===== src/icc_defines.svh =====
// register offsets, field positions and reset values of the bus control block
`ifndef ICC_DEFINES_SVH
`define ICC_DEFINES_SVH
`define ICC_OFS_CTRL          32'h5000_1300
`define ICC_OFS_STD_HIGH      32'h5000_1314
`define ICC_OFS_STD_LOW       32'h5000_1318
`define ICC_OFS_FAST_HIGH     32'h5000_131c
`define ICC_OFS_FAST_LOW      32'h5000_1320
`define ICC_OFS_CFG_STATUS    32'h5000_13f0
`define ICC_BIT_INIT_EN       0
`define ICC_BIT_RATE_LO       1
`define ICC_BIT_RATE_HI       2
`define ICC_BIT_RESP_WIDE     3
`define ICC_BIT_INIT_WIDE     4
`define ICC_BIT_RESTART_EN    5
`define ICC_BIT_RESP_DIS      6
`define ICC_CTRL_RESET        16'h007d
`define ICC_CTRL_MASK         16'h007f
`define ICC_STD_HIGH_RESET    16'h00c8
`define ICC_STD_LOW_RESET     16'h00d0
`define ICC_FAST_HIGH_RESET   16'h0030
`define ICC_FAST_LOW_RESET    16'h0040
`endif


===== src/icc_pkg.sv =====
// types shared by the bus control block
package icc_pkg;
   // bus rate codes of the two-bit rate field
   typedef enum logic [1:0] {
      ICC_RATE_STD  = 2'h1,
      ICC_RATE_FAST = 2'h2
   } icc_rate_t;
endpackage


===== src/icc_ctrl.sv =====
// apb control and clock-count registers of the two-wire bus controller
//
// Contract
// - bit 6 disables responder, resets to one
// - bit 5 permits repeated starts, resets one
// - bit 4 selects initiator 10-bit addressing
// - bit 3 selects responder 10-bit addressing
// - bits 2:1 select rate, reset two
// - bit 0 enables initiator, resets one
// - count resets assume 4.3 kilohm pull-ups
`timescale 1ns/1ps
`include "icc_defines.svh"
module icc_ctrl #(
   parameter logic [15:0] STD_HIGH_RESET  = `ICC_STD_HIGH_RESET,
   parameter logic [15:0] STD_LOW_RESET   = `ICC_STD_LOW_RESET,
   parameter logic [15:0] FAST_HIGH_RESET = `ICC_FAST_HIGH_RESET,
   parameter logic [15:0] FAST_LOW_RESET  = `ICC_FAST_LOW_RESET
) (
   input  wire logic        core_clk,
   input  wire logic        rst_b,
   input  wire logic        clk_en,
   input  wire logic        psel,
   input  wire logic        penable,
   input  wire logic        pwrite,
   input  wire logic [31:0] paddr,
   input  wire logic [31:0] pwdata,
   output logic      [31:0] prdata,
   output logic             pready,
   output logic             pslverr,
   output logic             initiator_en,
   output logic             responder_en,
   output logic             restart_allowed,
   output logic             initiator_wide_addr,
   output logic             responder_wide_addr,
   output logic             rate_fast,
   output logic      [15:0] clk_high_count,
   output logic      [15:0] clk_low_count
);

   // register file
   logic [15:0] bus_control_config;   // control word, low 7 bits live
   logic [15:0] std_clk_high_count;   // standard rate high period
   logic [15:0] std_clk_low_count;    // standard rate low period
   logic [15:0] fast_clk_high_count;  // fast rate high period
   logic [15:0] fast_clk_low_count;   // fast rate low period
   logic [15:0] next_ctrl;
   logic [15:0] next_std_high;
   logic [15:0] next_std_low;
   logic [15:0] next_fast_high;
   logic [15:0] next_fast_low;
   // bus answer
   logic [31:0] next_prdata;
   logic        next_pready;
   logic        next_pslverr;
   // role and timing outputs
   logic        next_init_en;
   logic        next_resp_en;
   logic        next_restart;
   logic        next_init_wide;
   logic        next_resp_wide;
   logic        next_rate_fast;
   logic [15:0] next_high;
   logic [15:0] next_low;
   logic        access;            // access phase, not yet answered
   logic        hit;               // address maps to a register
   logic        wr;                // write takes effect this edge
   logic [15:0] rd_word;           // read mux result
   logic        rate_legal;        // rate field holds a defined code

   // decode of a byte address into a register hit
   function automatic logic addr_hit(input logic [31:0] a);
      addr_hit = (a == `ICC_OFS_CTRL) || (a == `ICC_OFS_STD_HIGH) ||
                 (a == `ICC_OFS_STD_LOW) || (a == `ICC_OFS_FAST_HIGH) ||
                 (a == `ICC_OFS_FAST_LOW) || (a == `ICC_OFS_CFG_STATUS);
   endfunction

   // one wait state: answer comes on the second access cycle
   assign access = psel && penable && !pready;
   assign hit    = addr_hit(paddr);
   // write lands at the edge where the master samples pready high, never earlier;
   // limitation: the master must not close a transfer while clk_en is low
   assign wr     = psel && penable && pready && pwrite && hit;
   // only codes 1 and 2 name a rate; the status word flags the others
   assign rate_legal =
      (bus_control_config[`ICC_BIT_RATE_HI:`ICC_BIT_RATE_LO] == icc_pkg::ICC_RATE_STD) ||
      (bus_control_config[`ICC_BIT_RATE_HI:`ICC_BIT_RATE_LO] == icc_pkg::ICC_RATE_FAST);

   // next register values
   always_comb begin
      next_ctrl      = bus_control_config;
      next_std_high  = std_clk_high_count;
      next_std_low   = std_clk_low_count;
      next_fast_high = fast_clk_high_count;
      next_fast_low  = fast_clk_low_count;
      if (wr) begin
         case (paddr)
            // reserved upper bits are dropped by the mask
            `ICC_OFS_CTRL:      next_ctrl = pwdata[15:0] & `ICC_CTRL_MASK;
            `ICC_OFS_STD_HIGH:  next_std_high = pwdata[15:0];
            `ICC_OFS_STD_LOW:   next_std_low = pwdata[15:0];
            `ICC_OFS_FAST_HIGH: next_fast_high = pwdata[15:0];
            `ICC_OFS_FAST_LOW:  next_fast_low = pwdata[15:0];
            default:            next_ctrl = bus_control_config;  // status is read only
         endcase
      end
   end

   // read mux and answer
   always_comb begin
      rd_word = 16'h0000;
      case (paddr)
         `ICC_OFS_CTRL:       rd_word = bus_control_config & `ICC_CTRL_MASK;
         `ICC_OFS_STD_HIGH:   rd_word = std_clk_high_count;
         `ICC_OFS_STD_LOW:    rd_word = std_clk_low_count;
         `ICC_OFS_FAST_HIGH:  rd_word = fast_clk_high_count;
         `ICC_OFS_FAST_LOW:   rd_word = fast_clk_low_count;
         // live state: both roles on, rate code legal
         `ICC_OFS_CFG_STATUS: rd_word = {14'h0, rate_legal, (initiator_en && responder_en)};
         default:             rd_word = 16'h0000;
      endcase
      next_pready  = access;
      next_pslverr = access && !hit;
      next_prdata  = (access && !pwrite && hit) ? {16'h0000, rd_word} : 32'h0000_0000;
   end

   // role and timing decode from the control word
   always_comb begin
      next_init_en   = bus_control_config[`ICC_BIT_INIT_EN];
      next_resp_en   = !bus_control_config[`ICC_BIT_RESP_DIS];
      next_restart   = bus_control_config[`ICC_BIT_RESTART_EN];
      next_init_wide = bus_control_config[`ICC_BIT_INIT_WIDE];
      next_resp_wide = bus_control_config[`ICC_BIT_RESP_WIDE];
      // unused codes 0 and 3 fall back to fast, the reset rate
      next_rate_fast = (bus_control_config[`ICC_BIT_RATE_HI:`ICC_BIT_RATE_LO] !=
                        icc_pkg::ICC_RATE_STD);
      next_high      = next_rate_fast ? fast_clk_high_count : std_clk_high_count;
      next_low       = next_rate_fast ? fast_clk_low_count : std_clk_low_count;
   end

   // registers, frozen while clk_en is low
   always_ff @(posedge core_clk or negedge rst_b) begin
      if (!rst_b) begin
         bus_control_config  <= `ICC_CTRL_RESET;
         std_clk_high_count  <= STD_HIGH_RESET;
         std_clk_low_count   <= STD_LOW_RESET;
         fast_clk_high_count <= FAST_HIGH_RESET;
         fast_clk_low_count  <= FAST_LOW_RESET;
         prdata              <= 32'h0000_0000;
         pready              <= 1'b0;
         pslverr             <= 1'b0;
         initiator_en        <= 1'b1;
         responder_en        <= 1'b0;
         restart_allowed     <= 1'b1;
         initiator_wide_addr <= 1'b1;
         responder_wide_addr <= 1'b1;
         rate_fast           <= 1'b1;
         clk_high_count      <= FAST_HIGH_RESET;
         clk_low_count       <= FAST_LOW_RESET;
      end else if (clk_en) begin
         bus_control_config  <= next_ctrl;
         std_clk_high_count  <= next_std_high;
         std_clk_low_count   <= next_std_low;
         fast_clk_high_count <= next_fast_high;
         fast_clk_low_count  <= next_fast_low;
         prdata              <= next_prdata;
         pready              <= next_pready;
         pslverr             <= next_pslverr;
         initiator_en        <= next_init_en;
         responder_en        <= next_resp_en;
         restart_allowed     <= next_restart;
         initiator_wide_addr <= next_init_wide;
         responder_wide_addr <= next_resp_wide;
         rate_fast           <= next_rate_fast;
         clk_high_count      <= next_high;
         clk_low_count       <= next_low;
      end
   end
endmodule // icc_ctrl


===== config.mk =====
export PLATFORM = sky130hd
export DESIGN_NAME = icc_ctrl
export DESIGN_NICKNAME = d
export VERILOG_FILES = /design/src/icc_pkg.sv /design/src/icc_ctrl.sv
export VERILOG_INCLUDE_DIRS = /design/src
export SDC_FILE = /design/constraint.sdc
export NUM_CORES = 1
export LEC_CHECK = 0
export ABC_AREA = 0
export BUFFER_PORTS_ARGS = -buffer_cell sky130_fd_sc_hd__buf_4
export CAP_MARGIN = 20
export CELL_PAD_IN_SITES_DETAIL_PLACEMENT = 1
export CELL_PAD_IN_SITES_GLOBAL_PLACEMENT = 1
export CORE_UTILIZATION = 48
export CTS_BUF_LIST = sky130_fd_sc_hd__clkbuf_2
export CTS_CLUSTER_DIAMETER = 120
export DETAILED_ROUTE_END_ITERATION = 10
export GPL_TIMING_DRIVEN = 0
export PLACE_DENSITY = 0.9
export SLEW_MARGIN = 20
export SYNTH_ARGS = -nofsm -noshare
export SYNTH_HDL_FRONTEND = slang
export SYNTH_SLANG_ARGS = --single-unit
export TNS_END_PERCENT = 50

===== constraint.sdc =====
create_clock -name core_clk -period 4.95 [get_ports core_clk]
set_input_delay 0.99 -clock core_clk [delete_from_list [all_inputs] [get_ports core_clk]]
set_output_delay 0.99 -clock core_clk [all_outputs]
set_load 0.1 [all_outputs]

---- After elaboration in Yosys (flattened, before gate mapping) ----
Index checks and enable logic that the tools add are counted.
storage, ports and cells
  input port bits ......................... 70
  output and inout port bits .............. 72
  logic and storage cells ................. 53
  bits in registers ....................... 143
operators by class
  mux-type cells .......................... 4
  reduce and logical (&&, ||, !) cells .... 24
  equal/unequal tests ..................... 9
operators by type and width
  kind                    count
  $eq A32 B31 Y1 const B  6
  $pmux W16 S6            1
  $mux W16                3
  $reduce_and A3 Y1       5
  $logic_and A1 B1 Y1     9
  $logic_or A1 B1 Y1      6
  $logic_not A1 Y1        4
  $eq A2 B1 Y1 const B    1
  $eq A2 B2 Y1 const B    1
  $ne A2 B1 Y1 const B    1

---- Logic depth before layout (Yosys ltp) ----
Gate-level depths: netlist (run 1).
  depth after elaboration ................. 8
  gate-level depth with buffers ........... 6
  gate-level depth less buffers ........... 5

---- Worst setup path before layout (run 1) ----
No wires, ideal clock.
  path kind ............................... input port to flip-flop
  from .................................... input paddr[1]
  to ...................................... register fast_clk_low_count[10]
  path buffers ............................ 1
  data arrival time ....................... 2.795 ns
  path slack .............................. 2.030 ns
  stages on the path ...................... 5
  path through ............................ or4_4 -> nor3_4 -> nor4b_4 -> buf_6 -> mux2_2
on the way
  longest elaborated chain between the ends .. 8
  elaborated cells between the ends (all ways) .. 13
  those cells by class .................... 6 x eq/ne; 7 x reduce/logical
RTL lines
  what                                    RTL line         text
  start, declared                         icc_ctrl.sv:25   input wire logic [31:0] paddr,
  $eq A32 B31 Y1                          --
  $logic_or A1 B1 Y1 (5 in a row)         icc_ctrl.sv:72   addr_hit = (a == `ICC_OFS_CTRL) || (a == `ICC_OFS_STD_HIGH) ||
  $logic_and A1 B1 Y1                     icc_ctrl.sv:82   assign wr = psel && penable && pready && pwrite && hit;
  $reduce_and A3 Y1 (no source line) (*)  --
  end signal, assigned                    icc_ctrl.sv:164  fast_clk_low_count <= next_fast_low;
  end, declared                           icc_ctrl.sv:45   logic [15:0] fast_clk_low_count;
Mark *: on every way between the ends. The rest lies on a longest branch, timed or not.
A chain may end at the register's enable or synchronous reset.

---- Worst setup path in the final report (run 1) ----
  from .................................... input paddr[1]
  to ...................................... register fast_clk_low_count[12]
The elaborated chain is that of the path after synthesis.

==> results.yml, run 1 <==
status:
  status: "completed"
cells_and_area:
  final_cells: 791
  nNetsFinal: 681
  final_cell_mix: "126 x buf_4, 104 x dfrtp_1, 91 x mux2_2"
  layout_commonest_cell: "buf_4"
  area_growth_pct: 21.9
  stdcell_area_sq_um: 7280
  final_layout_size_suffix_gt1_share_pct: 44.6
  diodes: 0
critical_path:
  cp_data_required_time_ns: 5.54
  path_class: "in -> reg"
  worst-path-stages: 6
  crit_path_end_kind: "flip-flop"
  critPathArrivalTime_ns: 3.50
  crit_slowest_cell: "nor4b_4"
  r2r-start: "pready$_DFFE_PN0P_"
  cpLargestDelayFamily: "simple AND/OR/NAND/NOR gates"
  slowest_delay_ns: 0.70
  rrSetupSlack_ns: 2.48
  cp-start-kind: "input pin"
  crit_buf_inv: 2
  r2r_end: "std_clk_high_count[15]$_DFFE_PN0P_"
  worstPathMaxFanout: 10
  r2r_cells: 5
  worstPathCellList: "buf_4, or4_4, nor3_4, nor4b_4, buf_6, mux2_2"
timing:
  worst_slew_pin_slew_ns: 0.991
  fin_crit_ns: 2.92
  hold_ws_ns: 0.217
  slew_viol_final: 0
  setup_viol: 0
  fmax_ghz: 0.343
  finalSetupTns_ns: 0
  finalHoldViolations: 0
  skew_ns: 0.0355
  slew_headroom_pct: 34.0
  rsz0062_at_grt: "no"
  finalCritPeriodShare_pct: 58.9
routing:
  dr_total_vias: 4446
  wl_per_cell_um: 21.5
  routed_wl_um: 17000
  drt_first_pass_iters: 4
  viasPerCell: 5.62
  drtIter0Drc: 191
  drc: 0
  ant_nets: 0
clocking:
  cts.sinks: 127
  clk_latency_ns: 0.70
  cts_tree: "built"
  ctsResizeCount: 0
  cts-root-buf: "clkbuf_2"
  postCtsSetupBuffers: 0
  cts.path.max_buffers: 2
  ctsHoldBuffers: 0
  path_clk_slew_ns: 0.19
  cts-htree-levels: 4
  cts_buffers: 17
floorplan:
  dieHeight_um: 113
  die_w_um: 113
  start_util_pct: 49.5
  core_sq_um: 12100
  pin_count: 142
  dieArea_sq_um: 12900
  rows: 40
global_routing:
  overflow: 0
  grt.total_usage_pct: 28.1
  antenna_found_initial: 0
  use_met1_pct: 32.9
  grt_busiest_layer: "met2"
  met3_usage_pct: 6.22
  first_global_vias: 4886
  grt_start_max_net_pins: 72
  grt_pass1_wl_um: 26700
  met2_usage_pct: 49.1
placed_design:
  postPlaceCellArea_sq_um: 7080
  gp_congestion: 0.865
  dp_hpwl_um: 12400
  port_buffers: 107
  place_inst: 759
synth:
  syn_area_sq_um: 5970
  synthDistinctLibCells: 46
  async_flop_share_pct: 100
  ys_ff_latch: 127
  ys_seq_area_share_pct: 53.7
  synth_edf_count: 0
  synthCells: 467
  synth.avg_cell_area_sq_um: 12.8
  yosys_warnings: 0
  synthFlopType: "dfrtp_1"
power_and_ir_drop:
  p_leak_uw: 0.00337
  power_density_nw_per_um2: 280
  vdd_drop_max_uv: 172
flow_run:
  cap_viol_max_count: 0
min_path:
  hp-class: "in -> async"
==> layer usage <==
metal	part of all wire, %	vias up
met5	0	-
met4	3.3	0
met3	5.6	45
met2	52	179
met1	39	2243
li1	-	1979
==> logic make-up after synthesis <==
logic type                 count (synthesis)  synth area share, %
DFF                                      127                 53.7
buffers and inverters                     47                 4.32
and+or+nand+nor                           71                 7.32
adders and majority gates                  1                0.210
other                                      1               0.0628
AOI/OAI and AO/OA                         89                 10.5
muxes                                    131                 23.9
==> report_power, final <==
| group | internal (uW) | switching, uW |
|---|---|---|
| Combinational | 83.5 | 296 |
| Clock | 223 | 362 |
| Sequential | 1060 | 13.9 |
| Total | 1370 | 672 |
==> sequential cells by signal, indices dropped and copies added (netlist names), 7 cells and up <==
signal and count:
clk_high_count 16, clk_low_count 16, fast_clk_high_count 16, fast_clk_low_count 16, prdata 16, std_clk_high_count 16
std_clk_low_count 16, bus_control_config 7
==> cell type report <==
cell class | count | area [sq um]
Clock buffer | 20 | 100
Tap cell | 168 | 210
Timing Repair Buffer | 109 | 842
Sequential cell | 127 | 3210
Clock inverter | 12 | 100
Multi-Input combinational cell | 308 | 2560
Fill cell | 1279 | 4790
Inverter | 4 | 15.0
Buffer | 43 | 243
==> cell usage after synthesis, types with 2 or more instances <==
| master | count | area share [%] |
|---|---|---|
| a21oi_1 | 33 | 2.8 |
| o21ai_0 | 2 | 0.17 |
| dfstp_2 | 23 | 10 |
| a2bb2oi_1 | 11 | 1.6 |
| o22a_1 | 5 | 0.73 |
| mux2_2 | 91 | 17 |
| nand2_1 | 8 | 0.50 |
| o2bb2ai_1 | 16 | 2.3 |
| clkbuf_1 | 17 | 1.1 |
| mux2i_1 | 40 | 6.7 |
| a22oi_1 | 16 | 2.0 |
| buf_2 | 2 | 0.17 |
| nor4_1 | 4 | 0.42 |
| inv_1 | 4 | 0.25 |
| nor2_1 | 33 | 2.1 |
| nand3_1 | 4 | 0.34 |
| dfrtp_1 | 104 | 44 |
| buf_1 | 4 | 0.25 |
| nor3_1 | 2 | 0.17 |
| nor4_4 | 2 | 0.71 |
| buf_4 | 19 | 2.4 |
| nor4bb_1 | 2 | 0.34 |
| o22ai_1 | 2 | 0.21 |
==> through the flow <==
step / setup slack [ns] / total power (uW) / utilization, %
floorplan: 2.03 / 1350 / -
global placement: 1.28 / 1460 / 58.3
detailed placement: 1.34 / 1470 / 58.7
CTS: 2.13 / 2060 / 60.3
global route: 2.04 / 2120 / 60.3
finish: 2.03 / 2040 / 60.3
==> how the worst max path moves through the flow <==
| stage | slack (ns) | start | to |
|---|---|---|---|
| 3_3_place_gp | 1.28 | paddr[2] | bus_control_config[1]$_DFFE_PN0P_ |
| 2_1_floorplan | 2.03 | paddr[1] | fast_clk_low_count[10]$_DFFE_PN0P_ |
| 3_5_place_dp | 1.34 | paddr[1] | fast_clk_low_count[12]$_DFFE_PN0P_ |
| 5_1_grt | 2.04 | paddr[1] | fast_clk_low_count[12]$_DFFE_PN0P_ |
| 6_report | 2.03 | paddr[1] | fast_clk_low_count[12]$_DFFE_PN0P_ |
| 4_1_cts | 2.13 | paddr[1] | fast_clk_low_count[12]$_DFFE_PN0P_ |
Note: power is estimated with default switching activity, not from simulation.
==> inputs of run 2 (changes only) <==
Settings changed: CORE_UTILIZATION 48 to 40, PLACE_DENSITY 0.9 to 0.8.
Clock period 4.95 ns to 2.45 ns, I/O delays scaled along.
==> run 2 against run 1 <==
Against the previous run:
- worst hold slack lost 0.12 ns
- register-to-register slack lost 2.3 ns
- largest power group unchanged
- critical endpoint is now fast_clk_low_count[7]$_DFFE_PN0P_
- critical path depth is the same
- sequential share of layout area shrank 1.4 points
- clock skew shrank 0.015 ns
- clock power grew 91%
- first-iteration DRC count grew 5.2%
- critical path type unchanged
- setup slack lost 2.0 ns
- highest routed layer unchanged
- wire length grew 3.2%
==> results.yml, run 2 (synthesis gave the netlist of run 1 again) <==
routing:
  drt_first_pass_iters: 4
  drtIter0Drc: 201
  ant_nets: 0
  viasPerCell: 5.42
  wl_per_cell_um: 21.2
  routed_wl_um: 17600
  dr_total_vias: 4496
  drc: 0
critical_path:
  r2r-start: "pready$_DFFE_PN0P_"
  critPathArrivalTime_ns: 3.00
  path_class: "in -> reg"
  cp-start-kind: "input pin"
  r2r_cells: 5
  cp_data_required_time_ns: 3.06
  rrSetupSlack_ns: 0.18
  startpoint: "paddr[1]"
  crit_path_end_kind: "flip-flop"
  worstPathMaxFanout: 10
floorplan:
  dieHeight_um: 124
  rows: 44
  pin_count: 142
  core_sq_um: 14500
  die_w_um: 124
  start_util_pct: 41.1
  dieArea_sq_um: 15400
timing:
  fin_crit_ns: 2.39
  skew_ns: 0.0201
  fmax_ghz: 0.419
  worst_slew_pin_slew_ns: 0.955
  finalHoldViolations: 0
  finalCritPeriodShare_pct: 97.5
  hold_ws_ns: 0.0935
  slew_headroom_pct: 36.3
  setup_viol: 0
  rsz0062_at_grt: "no"
  finalSetupTns_ns: 0
  slew_viol_final: 0
placed_design:
  gp_congestion: 0.876
  dp_hpwl_um: 12300
  port_buffers: 107
flow_run:
  cap_viol_max_count: 0
global_routing:
  first_global_vias: 4811
  antenna_found_initial: 0
  grt_start_max_net_pins: 82
  grt_pass1_wl_um: 27300
  overflow: 0
  grt.total_usage_pct: 24.8
clocking:
  clk_latency_ns: 0.71
  path_clk_slew_ns: 0.17
  cts-root-buf: "clkbuf_2"
  cts.path.max_buffers: 2
  cts.sinks: 127
  cts_buffers: 17
  cts-htree-levels: 4
  cts_tree: "built"
cells_and_area:
  fin_util_pct: 51.7
  layout_commonest_cell: "buf_4"
  area_growth_pct: 25.9
  final_layout_size_suffix_gt1_share_pct: 44.7
  diodes: 0
  final_cell_mix: "132 x buf_4, 103 x dfrtp_1, 91 x mux2_2"
  nNetsFinal: 704
status:
  status: "completed"
min_path:
  hp-class: "in -> reg"
  whs_path_depth: 3
  holdCritStartpoint: "penable"
power_and_ir_drop:
  p_leak_uw: 0.00350
  power_density_nw_per_um2: 544
  vdd_drop_max_uv: 397
run 2: layout make-up:
| cell class | count | area (sq um) |
|---|---|---|
| well taps | 184 | 230 |
| fillers | 1564 | 7020 |
| clock buffers | 22 | 110 |
| plain buffers | 43 | 243 |
| inverters | 4 | 15.0 |
| clock inverters | 10 | 72.6 |
| multi-input cells | 308 | 2570 |
| flip-flops and latches | 127 | 3210 |
| repair buffers | 132 | 1060 |
run 2: critical path, stage by stage:
cell	delay [ns]
buf_4	0.12
or4_4	0.56
nor3_4	0.48
nor4b_4	0.72
buf_6	0.27
mux2_2	0.36
run 2: power breakdown:
group          total, uW  leakage (uW)  switching (uW)  internal [uW]
Combinational        795       0.00173             609            187
Clock               1120      0.000128             750            366
Sequential          2170       0.00164            27.9           2140
Total               4080       0.00350            1390           2700
run 2: through the flow:
step	instances	power, uW	area, sq um	worst slack [ns]
CTS	823	4130	7460	0.0521
finish	830	4080	7510	0.0610
global placement	773	2960	7060	-0.726
global route	830	4250	7510	0.0228
floorplan	482	2730	6020	0.0301
detailed placement	774	2980	7100	-0.737
run 2: repair_timing:
| item | CTS | global route |
|---|---|---|
| cloned | 0 | 0 |
| hold endpoints to repair | 104 | 0 |
| setup buffers | 0 | 7 |
| pin swaps | 0 | 2 |
| setup endpoints to repair | 3 | 16 |
| hold buffers | 17 | 0 |
| gates resized for setup | 1 | 0 |
run 2: path summary, 6_finish.rpt:
path | endpoint
max | fast_clk_low_count[7]$_DFFE_PN0P_
min | pready$_DFFE_PN0P_
max reg2reg | std_clk_high_count[14]$_DFFE_PN0P_
min reg2reg | clk_high_count[5]$_DFFE_PN1P_
max in group asynchronous | std_clk_high_count[6]$_DFFE_PN1P_
min in group asynchronous | prdata[1]$_DFFE_PN0P_
run 2: routing by layer:
layer / up-vias / part of all wire, % / GRT usage (%)
met2: 137 / 51 / 42.3
met1: 2308 / 42 / 31.6
met5: - / 0 / 0
met3: 25 / 5.4 / 5.27
met4: 0 / 1.4 / 7.07
li1: 2026 / - / -
